## src/common/redriver_cfg_pkg.sv

```systemverilog
// Purpose: Shared constants for the redriver configuration register bank.
// Assumes: Two-wire bus target sampled by a single 250 MHz system clock.
// Notes:   Offsets are register indexes carried in the bus index byte.

`default_nettype none

package redriver_cfg_pkg;

  // Register indexes
  localparam logic [7:0] IDX_GENERAL     = 8'h00;
  localparam logic [7:0] IDX_LANE_ENABLE = 8'h01;
  localparam logic [7:0] IDX_LANE0_CTRL  = 8'h02;
  localparam logic [7:0] IDX_LANE0_STAGE = 8'h03;

  // Reset values
  localparam logic [7:0] RST_GENERAL     = 8'h00;
  localparam logic [3:0] RST_LANE_ENABLE = 4'h0;
  localparam logic [7:0] RST_LANE0_CTRL  = 8'h00;
  localparam logic [2:0] RST_LANE0_STAGE = 3'h0;

  // General register fields
  localparam int GEN_CTRL_SRC  = 7;
  localparam int GEN_POWER_OFF = 6;
  localparam int GEN_TRACK_01  = 5;
  localparam int GEN_TRACK_23  = 4;
  localparam int GEN_TRACK_ALL = 3;
  localparam int GEN_EQ_PROF   = 2;

  // Lane control fields
  localparam int CTL_EQ_HI     = 6;
  localparam int CTL_EQ_LO     = 4;
  localparam int CTL_OUT_GAIN  = 3;
  localparam int CTL_IN_GAIN   = 2;
  localparam int CTL_RX_HI     = 1;
  localparam int CTL_RX_LO     = 0;

  // Lane stage enable fields
  localparam int STG_HF_BOOST  = 2;
  localparam int STG_EQ_OFF    = 1;
  localparam int STG_DRV_OFF   = 0;

  // Implemented widths
  localparam int LANE_EN_W     = 4;
  localparam int STAGE_W       = 3;

  // Target address: upper four bits fixed
  localparam logic [3:0] TARGET_ADDR_HI = 4'h0;

  // Bits per byte on the bus
  localparam logic [3:0] BYTE_BITS = 4'h8;

  typedef enum logic [3:0] {
    ST_IDLE,
    ST_ADDR,
    ST_ADDR_ACK,
    ST_INDEX,
    ST_INDEX_ACK,
    ST_WDATA,
    ST_WDATA_ACK,
    ST_RDATA,
    ST_RDATA_ACK
  } bus_state_t;

endpackage

`default_nettype wire

```

## src/logic/cfg_sync2.sv

```systemverilog
// Purpose: Two flip-flop synchroniser for pins entering the system clock.
// Assumes: Inputs are levels from outside the clock domain.
// Notes:   The first stage feeds only the second stage.

`timescale 1ns/1ps
`default_nettype none

module cfg_sync2 #(
  parameter int WIDTH = 1,
  parameter logic [WIDTH-1:0] INIT = '0
) (
  // Clock and reset
  input  wire logic             i_clk,
  input  wire logic             i_rst,
  // Pins and synchronised levels
  input  wire logic [WIDTH-1:0] i_async,
  output logic      [WIDTH-1:0] o_sync
);

  logic [WIDTH-1:0] meta;

  always_ff @(posedge i_clk)
  begin
    if (i_rst)
    begin
      meta   <= INIT;
      o_sync <= INIT;
    end
    else
    begin
      meta   <= i_async;
      o_sync <= meta;
    end
  end

endmodule

`default_nettype wire

```

## src/logic/lane_track_select.sv

```systemverilog
// Purpose: Works out which lane's settings each lane applies.
// Assumes: Lane 1 settings arrive from the lane 1 register copy.
// Notes:   Global tracking is checked first so pairwise bits cannot leak.

`timescale 1ns/1ps
`default_nettype none

module lane_track_select (
  // Tracking controls, 0 means track
  input  wire logic       i_track_01_n,
  input  wire logic       i_track_23_n,
  input  wire logic       i_track_all_n,
  // Lane 0 own and lane 1 settings
  input  wire logic [7:0] i_lane0_ctrl,
  input  wire logic [2:0] i_lane0_stage,
  input  wire logic [7:0] i_lane1_ctrl,
  input  wire logic [2:0] i_lane1_stage,
  // Selections
  output logic      [3:0] o_follow_lane1,
  output logic            o_lane3_follow_lane2,
  output logic      [7:0] o_eff_ctrl,
  output logic      [2:0] o_eff_stage
);

  wire lane0_tracks = ~i_track_all_n | ~i_track_01_n;

  assign o_follow_lane1       = {~i_track_all_n, ~i_track_all_n, 1'b0, lane0_tracks};
  assign o_lane3_follow_lane2 = i_track_all_n & ~i_track_23_n;
  assign o_eff_ctrl           = lane0_tracks ? i_lane1_ctrl : i_lane0_ctrl;
  assign o_eff_stage          = lane0_tracks ? i_lane1_stage : i_lane0_stage;

endmodule

`default_nettype wire

```

## src/logic/redriver_cfg_regs.sv

```systemverilog
// Purpose: Configuration register bank with its two-wire bus target.
// Assumes: Bus pins are oversampled by i_clk; bus clock far below i_clk/8.
// Notes:   Sequential index increments on both writes and reads.

`timescale 1ns/1ps
`default_nettype none

module redriver_cfg_regs (
  // Clock and reset
  input  wire logic       i_clk,
  input  wire logic       i_rst,
  // Two-wire bus pins
  input  wire logic       i_scl,
  input  wire logic       i_sda,
  output logic            o_sda,
  output logic            o_sda_oe,
  // Straps
  input  wire logic [2:0] i_addr_pins,
  input  wire logic       i_ctrl_mode_pin,
  // Lane 1 settings from its register copy
  input  wire logic [7:0] i_lane1_ctrl,
  input  wire logic [2:0] i_lane1_stage,
  // Global controls
  output logic            o_pin_control_active,
  output logic            o_power_off_request,
  output logic            o_equalizer_profile_select,
  output logic      [3:0] o_lane_disable,
  output logic      [3:0] o_follow_lane1,
  output logic            o_lane3_follow_lane2,
  // Effective lane 0 settings
  output logic      [2:0] o_eq_strength_code,
  output logic            o_output_dc_gain_6db,
  output logic            o_input_dc_attenuation,
  output logic      [1:0] o_rx_gain_code,
  output logic            o_driver_hf_boost,
  output logic            o_eq_stage_off,
  output logic            o_driver_stage_off_lane0
);

  // Synchronised pins
  logic [5:0] pins_s;
  logic       scl_q;
  logic       sda_q;

  cfg_sync2 #(
    .WIDTH (6),
    .INIT  (6'h3b)
  ) u_sync (
    .i_clk   (i_clk),
    .i_rst   (i_rst),
    .i_async ({i_scl, i_sda, i_ctrl_mode_pin, i_addr_pins}),
    .o_sync  (pins_s)
  );

  wire       scl_s      = pins_s[5];
  wire       sda_s      = pins_s[4];
  wire       mode_pin_s = pins_s[3];
  wire [2:0] addr_s     = pins_s[2:0];

  always_ff @(posedge i_clk)
  begin
    if (i_rst)
    begin
      scl_q <= 1'b1;
      sda_q <= 1'b1;
    end
    else
    begin
      scl_q <= scl_s;
      sda_q <= sda_s;
    end
  end

  wire scl_rise = scl_s & ~scl_q;
  wire scl_fall = ~scl_s & scl_q;
  wire bus_start = scl_s & scl_q & sda_q & ~sda_s;
  wire bus_stop  = scl_s & scl_q & ~sda_q & sda_s;

  // Protocol state
  redriver_cfg_pkg::bus_state_t state;
  redriver_cfg_pkg::bus_state_t next_state;
  logic [3:0] bit_cnt;
  logic [7:0] shreg;
  logic [7:0] tx;
  logic [7:0] index;
  logic       rd_dir;

  // Registers
  logic [7:0] general;
  logic [3:0] lane_enable;
  logic [7:0] lane0_ctrl;
  logic [2:0] lane0_stage;

  wire byte_done  = (bit_cnt == redriver_cfg_pkg::BYTE_BITS);
  wire addr_match = (shreg[7:1] == {redriver_cfg_pkg::TARGET_ADDR_HI, addr_s});
  wire rx_state   = (state == redriver_cfg_pkg::ST_ADDR) ||
                    (state == redriver_cfg_pkg::ST_INDEX) ||
                    (state == redriver_cfg_pkg::ST_WDATA);
  wire data_take  = (state == redriver_cfg_pkg::ST_WDATA) && scl_fall && byte_done;

  // Write strobes
  wire wr_general = data_take && (index == redriver_cfg_pkg::IDX_GENERAL);
  wire wr_lane_en = data_take && (index == redriver_cfg_pkg::IDX_LANE_ENABLE);
  wire wr_ctrl    = data_take && (index == redriver_cfg_pkg::IDX_LANE0_CTRL);
  wire wr_stage   = data_take && (index == redriver_cfg_pkg::IDX_LANE0_STAGE);

  // Read selection, unmapped indexes read zero
  wire [7:0] rd_data =
    (index == redriver_cfg_pkg::IDX_GENERAL)     ? general :
    (index == redriver_cfg_pkg::IDX_LANE_ENABLE) ? {4'h0, lane_enable} :
    (index == redriver_cfg_pkg::IDX_LANE0_CTRL)  ? lane0_ctrl :
    (index == redriver_cfg_pkg::IDX_LANE0_STAGE) ? {5'h00, lane0_stage} :
    8'h00;
  wire [7:0] index_inc = index + 8'h01;

  // Next state: start wins over everything, stop returns to idle
  always_comb
  begin
    next_state = state;
    if (bus_start)
      next_state = redriver_cfg_pkg::ST_ADDR;
    else if (bus_stop)
      next_state = redriver_cfg_pkg::ST_IDLE;
    else if (scl_fall)
    begin
      unique case (state)
        redriver_cfg_pkg::ST_IDLE:      next_state = state;
        redriver_cfg_pkg::ST_ADDR:
          if (byte_done)
            next_state = addr_match ? redriver_cfg_pkg::ST_ADDR_ACK
                                    : redriver_cfg_pkg::ST_IDLE;
        redriver_cfg_pkg::ST_ADDR_ACK:
          next_state = rd_dir ? redriver_cfg_pkg::ST_RDATA : redriver_cfg_pkg::ST_INDEX;
        redriver_cfg_pkg::ST_INDEX:
          if (byte_done)
            next_state = redriver_cfg_pkg::ST_INDEX_ACK;
        redriver_cfg_pkg::ST_INDEX_ACK: next_state = redriver_cfg_pkg::ST_WDATA;
        redriver_cfg_pkg::ST_WDATA:
          if (byte_done)
            next_state = redriver_cfg_pkg::ST_WDATA_ACK;
        redriver_cfg_pkg::ST_WDATA_ACK: next_state = redriver_cfg_pkg::ST_WDATA;
        redriver_cfg_pkg::ST_RDATA:
          if (byte_done)
            next_state = redriver_cfg_pkg::ST_RDATA_ACK;
        redriver_cfg_pkg::ST_RDATA_ACK: next_state = redriver_cfg_pkg::ST_RDATA;
        default:                        next_state = redriver_cfg_pkg::ST_IDLE;
      endcase
    end
    else if (scl_rise && (state == redriver_cfg_pkg::ST_RDATA_ACK) && sda_s)
      next_state = redriver_cfg_pkg::ST_IDLE; // Master not-acknowledge ends the read
  end

  always_ff @(posedge i_clk)
  begin
    if (i_rst)
      state <= redriver_cfg_pkg::ST_IDLE;
    else
      state <= next_state;
  end

  // Bit counter and receive shifter
  always_ff @(posedge i_clk)
  begin
    if (i_rst)
    begin
      bit_cnt <= 4'h0;
      shreg   <= 8'h00;
    end
    else if (bus_start || (scl_fall && next_state != state))
      bit_cnt <= 4'h0;
    else if (scl_rise && (rx_state || state == redriver_cfg_pkg::ST_RDATA))
    begin
      bit_cnt <= bit_cnt + 4'h1;
      shreg   <= {shreg[6:0], sda_s};
    end
  end

  // Direction, index and transmit shifter
  always_ff @(posedge i_clk)
  begin
    if (i_rst)
    begin
      rd_dir <= 1'b0;
      index  <= 8'h00;
      tx     <= 8'h00;
    end
    else if (scl_fall)
    begin
      if (state == redriver_cfg_pkg::ST_ADDR && byte_done)
        rd_dir <= shreg[0];
      if (state == redriver_cfg_pkg::ST_INDEX && byte_done)
        index <= shreg;
      if (state == redriver_cfg_pkg::ST_WDATA_ACK)
        index <= index_inc;
      if (state == redriver_cfg_pkg::ST_ADDR_ACK)
        tx <= rd_data;
      else if (state == redriver_cfg_pkg::ST_RDATA_ACK)
      begin
        index <= index_inc;
        tx    <= (index_inc == redriver_cfg_pkg::IDX_GENERAL)     ? general :
                 (index_inc == redriver_cfg_pkg::IDX_LANE_ENABLE) ? {4'h0, lane_enable} :
                 (index_inc == redriver_cfg_pkg::IDX_LANE0_CTRL)  ? lane0_ctrl :
                 (index_inc == redriver_cfg_pkg::IDX_LANE0_STAGE) ? {5'h00, lane0_stage} :
                 8'h00;
      end
      else if (state == redriver_cfg_pkg::ST_RDATA && bit_cnt != 4'h0)
        tx <= {tx[6:0], 1'b0};
    end
  end

  // Open-drain data: pull low for acknowledge or a zero data bit
  wire ack_state = (state == redriver_cfg_pkg::ST_ADDR_ACK) ||
                   (state == redriver_cfg_pkg::ST_INDEX_ACK) ||
                   (state == redriver_cfg_pkg::ST_WDATA_ACK);
  // Last bit is held until the clock falls; letting go while it is high reads as a stop
  wire rd_drive  = (state == redriver_cfg_pkg::ST_RDATA) && !tx[7];

  assign o_sda    = 1'b0;
  assign o_sda_oe = ack_state | rd_drive;

  // Register file, all zero at reset
  always_ff @(posedge i_clk)
  begin
    if (i_rst)
    begin
      general     <= redriver_cfg_pkg::RST_GENERAL;
      lane_enable <= redriver_cfg_pkg::RST_LANE_ENABLE;
      lane0_ctrl  <= redriver_cfg_pkg::RST_LANE0_CTRL;
      lane0_stage <= redriver_cfg_pkg::RST_LANE0_STAGE;
    end
    else
    begin
      if (wr_general)
        general <= shreg;
      if (wr_lane_en)
        lane_enable <= shreg[redriver_cfg_pkg::LANE_EN_W-1:0];
      if (wr_ctrl)
        lane0_ctrl <= shreg;
      if (wr_stage)
        lane0_stage <= shreg[redriver_cfg_pkg::STAGE_W-1:0];
    end
  end

  // Tracking selection
  logic [7:0] eff_ctrl;
  logic [2:0] eff_stage;
  logic [3:0] follow_lane1;
  logic       lane3_follow_lane2;

  lane_track_select u_track (
    .i_track_01_n         (general[redriver_cfg_pkg::GEN_TRACK_01]),
    .i_track_23_n         (general[redriver_cfg_pkg::GEN_TRACK_23]),
    .i_track_all_n        (general[redriver_cfg_pkg::GEN_TRACK_ALL]),
    .i_lane0_ctrl         (lane0_ctrl),
    .i_lane0_stage        (lane0_stage),
    .i_lane1_ctrl         (i_lane1_ctrl),
    .i_lane1_stage        (i_lane1_stage),
    .o_follow_lane1       (follow_lane1),
    .o_lane3_follow_lane2 (lane3_follow_lane2),
    .o_eff_ctrl           (eff_ctrl),
    .o_eff_stage          (eff_stage)
  );

  // Registered outputs
  always_ff @(posedge i_clk)
  begin
    if (i_rst)
    begin
      o_pin_control_active       <= 1'b0;
      o_power_off_request        <= 1'b0;
      o_equalizer_profile_select <= 1'b0;
      o_lane_disable             <= 4'h0;
      o_follow_lane1             <= 4'h0;
      o_lane3_follow_lane2       <= 1'b0;
      o_eq_strength_code         <= 3'h0;
      o_output_dc_gain_6db       <= 1'b0;
      o_input_dc_attenuation     <= 1'b0;
      o_rx_gain_code             <= 2'h0;
      o_driver_hf_boost          <= 1'b0;
      o_eq_stage_off             <= 1'b0;
      o_driver_stage_off_lane0   <= 1'b0;
    end
    else
    begin
      // Bus stays usable under pin control so software can hand control back
      o_pin_control_active <= general[redriver_cfg_pkg::GEN_CTRL_SRC] | ~mode_pin_s;
      o_power_off_request  <= general[redriver_cfg_pkg::GEN_POWER_OFF];
      o_equalizer_profile_select <= general[redriver_cfg_pkg::GEN_EQ_PROF];
      o_lane_disable       <= lane_enable;
      o_follow_lane1       <= follow_lane1;
      o_lane3_follow_lane2 <= lane3_follow_lane2;
      o_eq_strength_code   <= eff_ctrl[redriver_cfg_pkg::CTL_EQ_HI:redriver_cfg_pkg::CTL_EQ_LO];
      o_output_dc_gain_6db <= eff_ctrl[redriver_cfg_pkg::CTL_OUT_GAIN];
      o_input_dc_attenuation <= ~eff_ctrl[redriver_cfg_pkg::CTL_IN_GAIN];
      o_rx_gain_code       <= eff_ctrl[redriver_cfg_pkg::CTL_RX_HI:redriver_cfg_pkg::CTL_RX_LO];
      o_driver_hf_boost    <= eff_stage[redriver_cfg_pkg::STG_HF_BOOST];
      o_eq_stage_off       <= eff_stage[redriver_cfg_pkg::STG_EQ_OFF];
      o_driver_stage_off_lane0 <= eff_stage[redriver_cfg_pkg::STG_DRV_OFF];
    end
  end
endmodule

`default_nettype wire

```

## config.mk

```make
export PLATFORM = sky130hd
export DESIGN_NAME = redriver_cfg_regs
export DESIGN_NICKNAME = d
export VERILOG_FILES = /design/src/common/redriver_cfg_pkg.sv /design/src/logic/cfg_sync2.sv /design/src/logic/lane_track_select.sv /design/src/logic/redriver_cfg_regs.sv
export SDC_FILE = /design/constraint.sdc
export NUM_CORES = 1
export LEC_CHECK = 0
export BUFFER_PORTS_ARGS = -buffer_cell sky130_fd_sc_hd__buf_2
export CAP_MARGIN = 20
export CORE_MARGIN = 5
export CORE_UTILIZATION = 45
export CTS_BUF_LIST = sky130_fd_sc_hd__clkbuf_4
export CTS_CLUSTER_DIAMETER = 100
export DETAILED_ROUTE_END_ITERATION = 8
export GPL_TIMING_DRIVEN = 1
export PLACE_DENSITY = 0.71
export SETUP_SLACK_MARGIN = 0.4
export SLEW_MARGIN = 5
export SYNTH_ARGS = -nofsm -noshare
export SYNTH_HDL_FRONTEND = slang
export SYNTH_SLANG_ARGS = --single-unit
export TNS_END_PERCENT = 10
```

## constraint.sdc

```tcl
create_clock -name i_clk -period 2.88 [get_ports i_clk]
set_input_delay 0.288 -clock i_clk [delete_from_list [all_inputs] [get_ports i_clk]]
set_output_delay 0.288 -clock i_clk [all_outputs]
set_load 0.02 [all_outputs]
```

==> metrics, run 1 <==
Distinct cells, synth 60; post-synthesis compound-gate area fraction between 10% and 20%; Combinational Power Share between 5 and 6%; actual slew at the worst max-slew pin roughly 700 ps; type of origin of the critical path register; RSZ-0062 raised after global routing yes; worst endpoint required time around 3300 ps; largest family of logic cells by synthesized area simple AND/OR/NAND/NOR gates; f_max roughly 440 MHz; Worst Hold Launch i_addr_pins[0]; Post-Place Worst Slack 556 ps; final worst path period need between 2000 and 2500 ps; Final ANT Viol Nets 0; CP peak stage delay around 480 ps; Final Wtd Congestion 0.917; die width around 110 um; Top FF cell, synth dfxtp_1; part of the power in registers about 61%; clk buf depth 2; cell taking the most area after synthesis dfxtp_1; Root Buffer clkbuf_4; # DRC 0; Post-Synth XOR/XNOR Area 3.01%; synthesized area 4370 um2; # IOs 43; via density per instance between 5 and 6; DRT iter0 DRCs 210; final instance area between 4000 and 5000 um2; commonest cells in the synthesized netlist 90 x dfxtp_1, 60 x nor2_1, 59 x nand2_1; worst endpoint data arrival time 2680 ps; row count 36; CP top delay family compound AO/OA/AOI/OAI gates; Die ar. ~12,000 um2; Pre-antenna DRT Iters 4; FF-to-FF Start index[1]; initial antenna violation count 0; synthesized instance count between 500 and 600; H-Tree Depth 3; clock latency on the worst-skew pair 460 ps; post-DR wirelength/cell 15.1 um; Slew Limit Fails 0; status finished clean; crit path max-delay cell type dfxtp_1; Max FO, Critical Path 16; DP Area roughly 4600 um2; Synth top area share between 40% and 50%; I/O Buffers 39; Hold Violations, Final 0; CTS buffer count 9; core area 9640 um2; Buf+Inv Stages, Crit Path 2; multi-input logic area 2290 um2; diode count 0; total gr overflow 0; cells along the critical path inv_1 > ha_1 > buf_4 > nand3b_1 > o21ai_0 > a21oi_1 > o32ai_1 > and3b_1; Post-Layout Cell Count slightly below 700; first-pass GRT wire length 17,100 um; via count around 3,700; sequential-to-total area share from yosys stat 41.2%; final setup fails 0; internal power 0.00158 W; Clock power frac about a third; CP Class register to register; NetSw ~0.00052 W; CTS tree built; Worst-path clk slew 150 ps; switch share roughly a quarter; max-cap violations 0; Sum Neg Setup Slack 0 ps; fraction of registers with async set/reset 0%; mux cell area share after synthesis 5.50%; #FFs+latches synth 90; Hold Slack ~25 ps; Post-Synth Simple-Gate Area 23.6%; clk sink count 90; post-CTS setup buffer count 0; Die Ht 109 um; PD cells roughly 440 nW/um2; Initial Util between 40% and 50%; Worst Setup SP index[1]; Post-DP HPWL 7410 um; Post-Place Cells roughly 670; most numerous cell in the Yosys netlist dfxtp_1; YS warnings 0; final WL about 10,000 um; period utilization 78.7%; Post-synth EDFFs 0; Worst setup EP type register; Final WS setup between 600 and 700 ps; area grow syn2layout 10.2%; clock skew 24.9 ps; Final nets a little under 600; GRT Total Usage 18.4%; Synth Area in Adders 2.00%; Hold Crit Class input port to register; vias in the first global route 3,495; Max VDD drop roughly 0.28 mV; Register Area roughly 1800 um2; slew margin rel. 52.7%; largest net degree at the start of global routing 41; # fillers 960; Synth Area per Inst 8.41 um2; P_leak 1.94 nW; share of cells above drive strength 1 between 10% and 20%; main area contributors after synthesis dfxtp_1 41%, a21oi_1 5.5%, mux2i_1 5.5%, nor2_1 5.2%, nand2_1 5.1%
==> stage by stage <==
stage / util [%] / total power, W
3_5_place_dp: 47.9 / 0.00141
6_report: 50.0 / 0.00211
4_1_cts: 49.9 / 0.00212
3_3_place_gp: 47.9 / 0.00141
2_1_floorplan: - / 0.00138
5_1_grt: 50.0 / 0.00219
==> per-layer routing <==
metal	vias to the layer above	routed length (um)	GRT usage, %
li1	1874	-	-
met1	1727	4750	23.5
met2	94	4760	29.4
met3	23	539	4.00
met4	0	357	9.20
met5	-	0	0
==> worst reg2reg max path, cell delays in order, from the launching register on <==
cell and delay (ps):
dfxtp_1 480, inv_1 100, ha_1 350, buf_4 240
nand3b_1 150, o21ai_0 320, a21oi_1 140, o32ai_1 270
and3b_1 190
==> final cells by class <==
type	instances	share of cell area [%]
Timing Repair Buffer	59	7.43
Clock buffer	10	1.56
Clock inverter	6	1.38
Sequential cell	90	37.4
Tap cell	133	3.46
Multi-Input combinational cell	376	47.6
Inverter	15	1.17
==> power by group through the flow <==
stage               logic [W]  registers (W)  clock network, W
detailed placement   0.000104        0.00131                 0
floorplan           0.0000666        0.00131                 0
finish               0.000109        0.00128          0.000718
global placement     0.000102        0.00131                 0
global route         0.000122        0.00128          0.000786
CTS                  0.000110        0.00128          0.000731
==> worst paths after layout <==
check | endpoint | slack (ps) | cells past startpoint
max | tx[7] | 610 | 8
min | u_sync.meta[0] | 20 | 2
max reg2reg | tx[7] | 610 | 8
min reg2reg | u_sync.o_sync[1] | 420 | 1
==> cell usage in the layout (no fill, tap or decap), types with 12 or more instances in the layout <==
master / instances
inv_1: 15
nor2_1: 60
o21ai_0: 19
buf_2: 39
buf_4: 15
or2_2: 12
nand2_1: 59
a21oi_1: 48
mux2i_1: 24
dfxtp_1: 89
==> state kept, by name (all words and copies together) (netlist names), 2 cells and up <==
| signal | cells |
|---|---|
| lane_enable | 4 |
| o_rx_gain_code | 2 |
| bit_cnt | 4 |
| tx | 8 |
| general | 8 |
| shreg | 8 |
| o_follow_lane1 | 2 |
| o_lane_disable | 4 |
| lane0_stage | 3 |
| lane0_ctrl | 8 |
| index | 8 |
| u_sync.meta | 6 |
| u_sync.o_sync | 6 |
| o_eq_strength_code | 3 |
| state | 4 |
==> timing repair <==
item	CTS	global route
hold buffers	5	0
setup endpoints to repair	0	2
gates resized for setup	0	2
endpoints found under the hold margin	5	0
==> kinds of logic (layout without fill, tap and decap cells) <==
kind of cell | Yosys count | after routing
and+or+nand+nor | 207 | 207
buffers and inverters | 55 | 90
adders and majority gates | 7 | 7
other | 1 | 2
AOI/OAI and AO/OA | 121 | 121
xor gates and xnor gates | 15 | 15
muxes | 24 | 24
DFF | 90 | 90
Power figures use the tool's default switching activity.
==> inputs of run 2 (changes only) <==
- clock period: 2.88 -> 2.1 ns (I/O delays scaled with it)
==> metrics, run 2 (synthesis results as in run 1) <==
status finished clean; Hold Violations, Final 0; area grow syn2layout 22.7%; clock skew between 20 and 25 ps; die width around 110 um; diode count 0; clk sink count 90; initial antenna violation count 0; cells along the critical path ha_4 > buf_6 > nor3_4 > a41oi_2 > a211o_1 > or3_1 > a311oi_2; via count 4,027; Die ar. between 10,000 and 15,000 um2; H-Tree Depth 3; final worst path period need just under 2000 ps; Hold Crit Class input port to register; PD cells about 570 nW/um2; CP peak stage delay approximately 400 ps; CP Class register to register; worst endpoint data arrival time 2330 ps; f_max roughly 500 MHz; first-pass GRT wire length about 19,000 um; post-DR wirelength/cell ~16 um; Root Buffer clkbuf_4; clock latency on the worst-skew pair about 430 ps; CP top delay family compound AO/OA/AOI/OAI gates; Initial Util a little under half; switch share between 20% and 30%; Buf+Inv Stages, Crit Path 1; actual slew at the worst max-slew pin between 700 and 800 ps; clk buf depth 2; RSZ-0062 raised after global routing yes; P_leak around 2.2 nW; largest net degree at the start of global routing 41; final WL 11,600 um; Final Wtd Congestion 0.915; Die Ht 109 um; worst endpoint required time between 2000 and 2500 ps; max-cap violations 0; CTS buffer count 9; I/O Buffers 39; crit path max-delay cell type dfxtp_4; Slew Limit Fails 0; period utilization a little over nine tenths; Max VDD drop 0.528 mV; core area 9640 um2; Post-DP HPWL 7660 um; Worst-path clk slew about 140 ps; total gr overflow 0; Post-Layout Cell Count 732; leading cell type in the layout, fill and taps excluded dfxtp_1; commonest non-fill, non-tap cells in the layout 79 x dfxtp_1, 59 x nor2_1, 59 x nand2_1, 48 x a21oi_1, 43 x buf_4; final core area utilization between 50% and 60%; # DRC 0; share of cells above drive strength 1 between 20 and 30%; final setup fails 0; GRT Total Usage roughly a fifth; Pre-antenna DRT Iters 5; Worst setup EP type register; Final ANT Viol Nets 0; part of the power in registers 57.5%; internal power ~0.0023 W; Final nets 620; NetSw roughly 0.00073 W; Max FO, Critical Path 6; via density per instance 5.50; Combinational Power Share under 10%; Clock power frac between 30% and 40%; Post-Place Cells 678; row count 36; slew margin rel. 50.2%; DRT iter0 DRCs slightly below 400; # IOs between 40 and 50; vias in the first global route around 3,800; CTS tree built; type of origin of the critical path register
==> run 2: cell types whose count changed in the layout (fill, tap and decap cells not counted), sizes merged <==
cell         previous run  this run
buf                    54        87
bufinv                  1         2
clkinv                  2         1
clkinvlp                2         1
dlygate4sd3             5        15
inv                    16        17
==> run 2: layer usage <==
| layer | vias to the layer above | share of wire (%) | global-route usage, % | wire length, um |
|---|---|---|---|---|
| li1 | 1954 | - | - | - |
| met1 | 1882 | 44 | 26.4 | 5090 |
| met2 | 160 | 47 | 32.9 | 5480 |
| met3 | 31 | 6.4 | 3.58 | 740 |
| met4 | 0 | 2.6 | 7.12 | 304 |
| met5 | - | 0 | 0 | 0 |
==> run 2: power by group through the flow <==
stage / clock (W) / combinational, W / sequential [W]
floorplan: 0 / 0.0000928 / 0.00180
global placement: 0 / 0.000154 / 0.00178
detailed placement: 0 / 0.000157 / 0.00178
CTS: 0.00112 / 0.000178 / 0.00175
global route: 0.00120 / 0.000199 / 0.00175
finish: 0.00111 / 0.000181 / 0.00175
==> run 2: final timing paths <==
| kind | start | endpoint | slack (ps) | cells past startpoint |
|---|---|---|---|---|
| max | index[0] | tx[0] | 120 | 7 |
| min | i_lane1_ctrl[6] | o_eq_strength_code[2] | 30 | 3 |
| max reg2reg | index[0] | tx[0] | 120 | 7 |
| min reg2reg | u_sync.o_sync[3] | o_pin_control_active | 430 | 1 |
==> run 2: stage by stage <==
step	hold WS [ps]	setup TNS (ps)	total power [W]	cell area, um2	worst slack, ps
finish	29.0	0	0.00304	5360	119
global route	20.6	0	0.00315	5360	45.4
CTS	1.72	0	0.00305	5330	208
detailed placement	394	-32.1	0.00194	4780	-32.1
global placement	392	0	0.00194	4780	101
floorplan	304	0	0.00189	4460	306
==> run 2: layout make-up <==
cell class / instances / area [um2]
clock buffer: 10 / 75.1
clock inverter: 6 / 87.6
fill: 883 / 4280
inverter: 15 / 56.3
multi-input combinational: 376 / 2410
sequential: 90 / 1820
tap: 133 / 166
timing repair buffer: 102 / 742
==> run 2: worst min-delay path: stages <==
cell and delay (ps):
buf_2 90, nand2_1 50, a21oi_1 60
==> run 2: timing repair <==
| action | in CTS | in global routing |
|---|---|---|
| hold buffers | 14 | 1 |
| setup buffers | 21 | 2 |
| pin swaps | 14 | 3 |
| setup endpoints to repair | 40 | 42 |
| endpoints found under the hold margin | 14 | 1 |
| resized for setup | 23 | 3 |
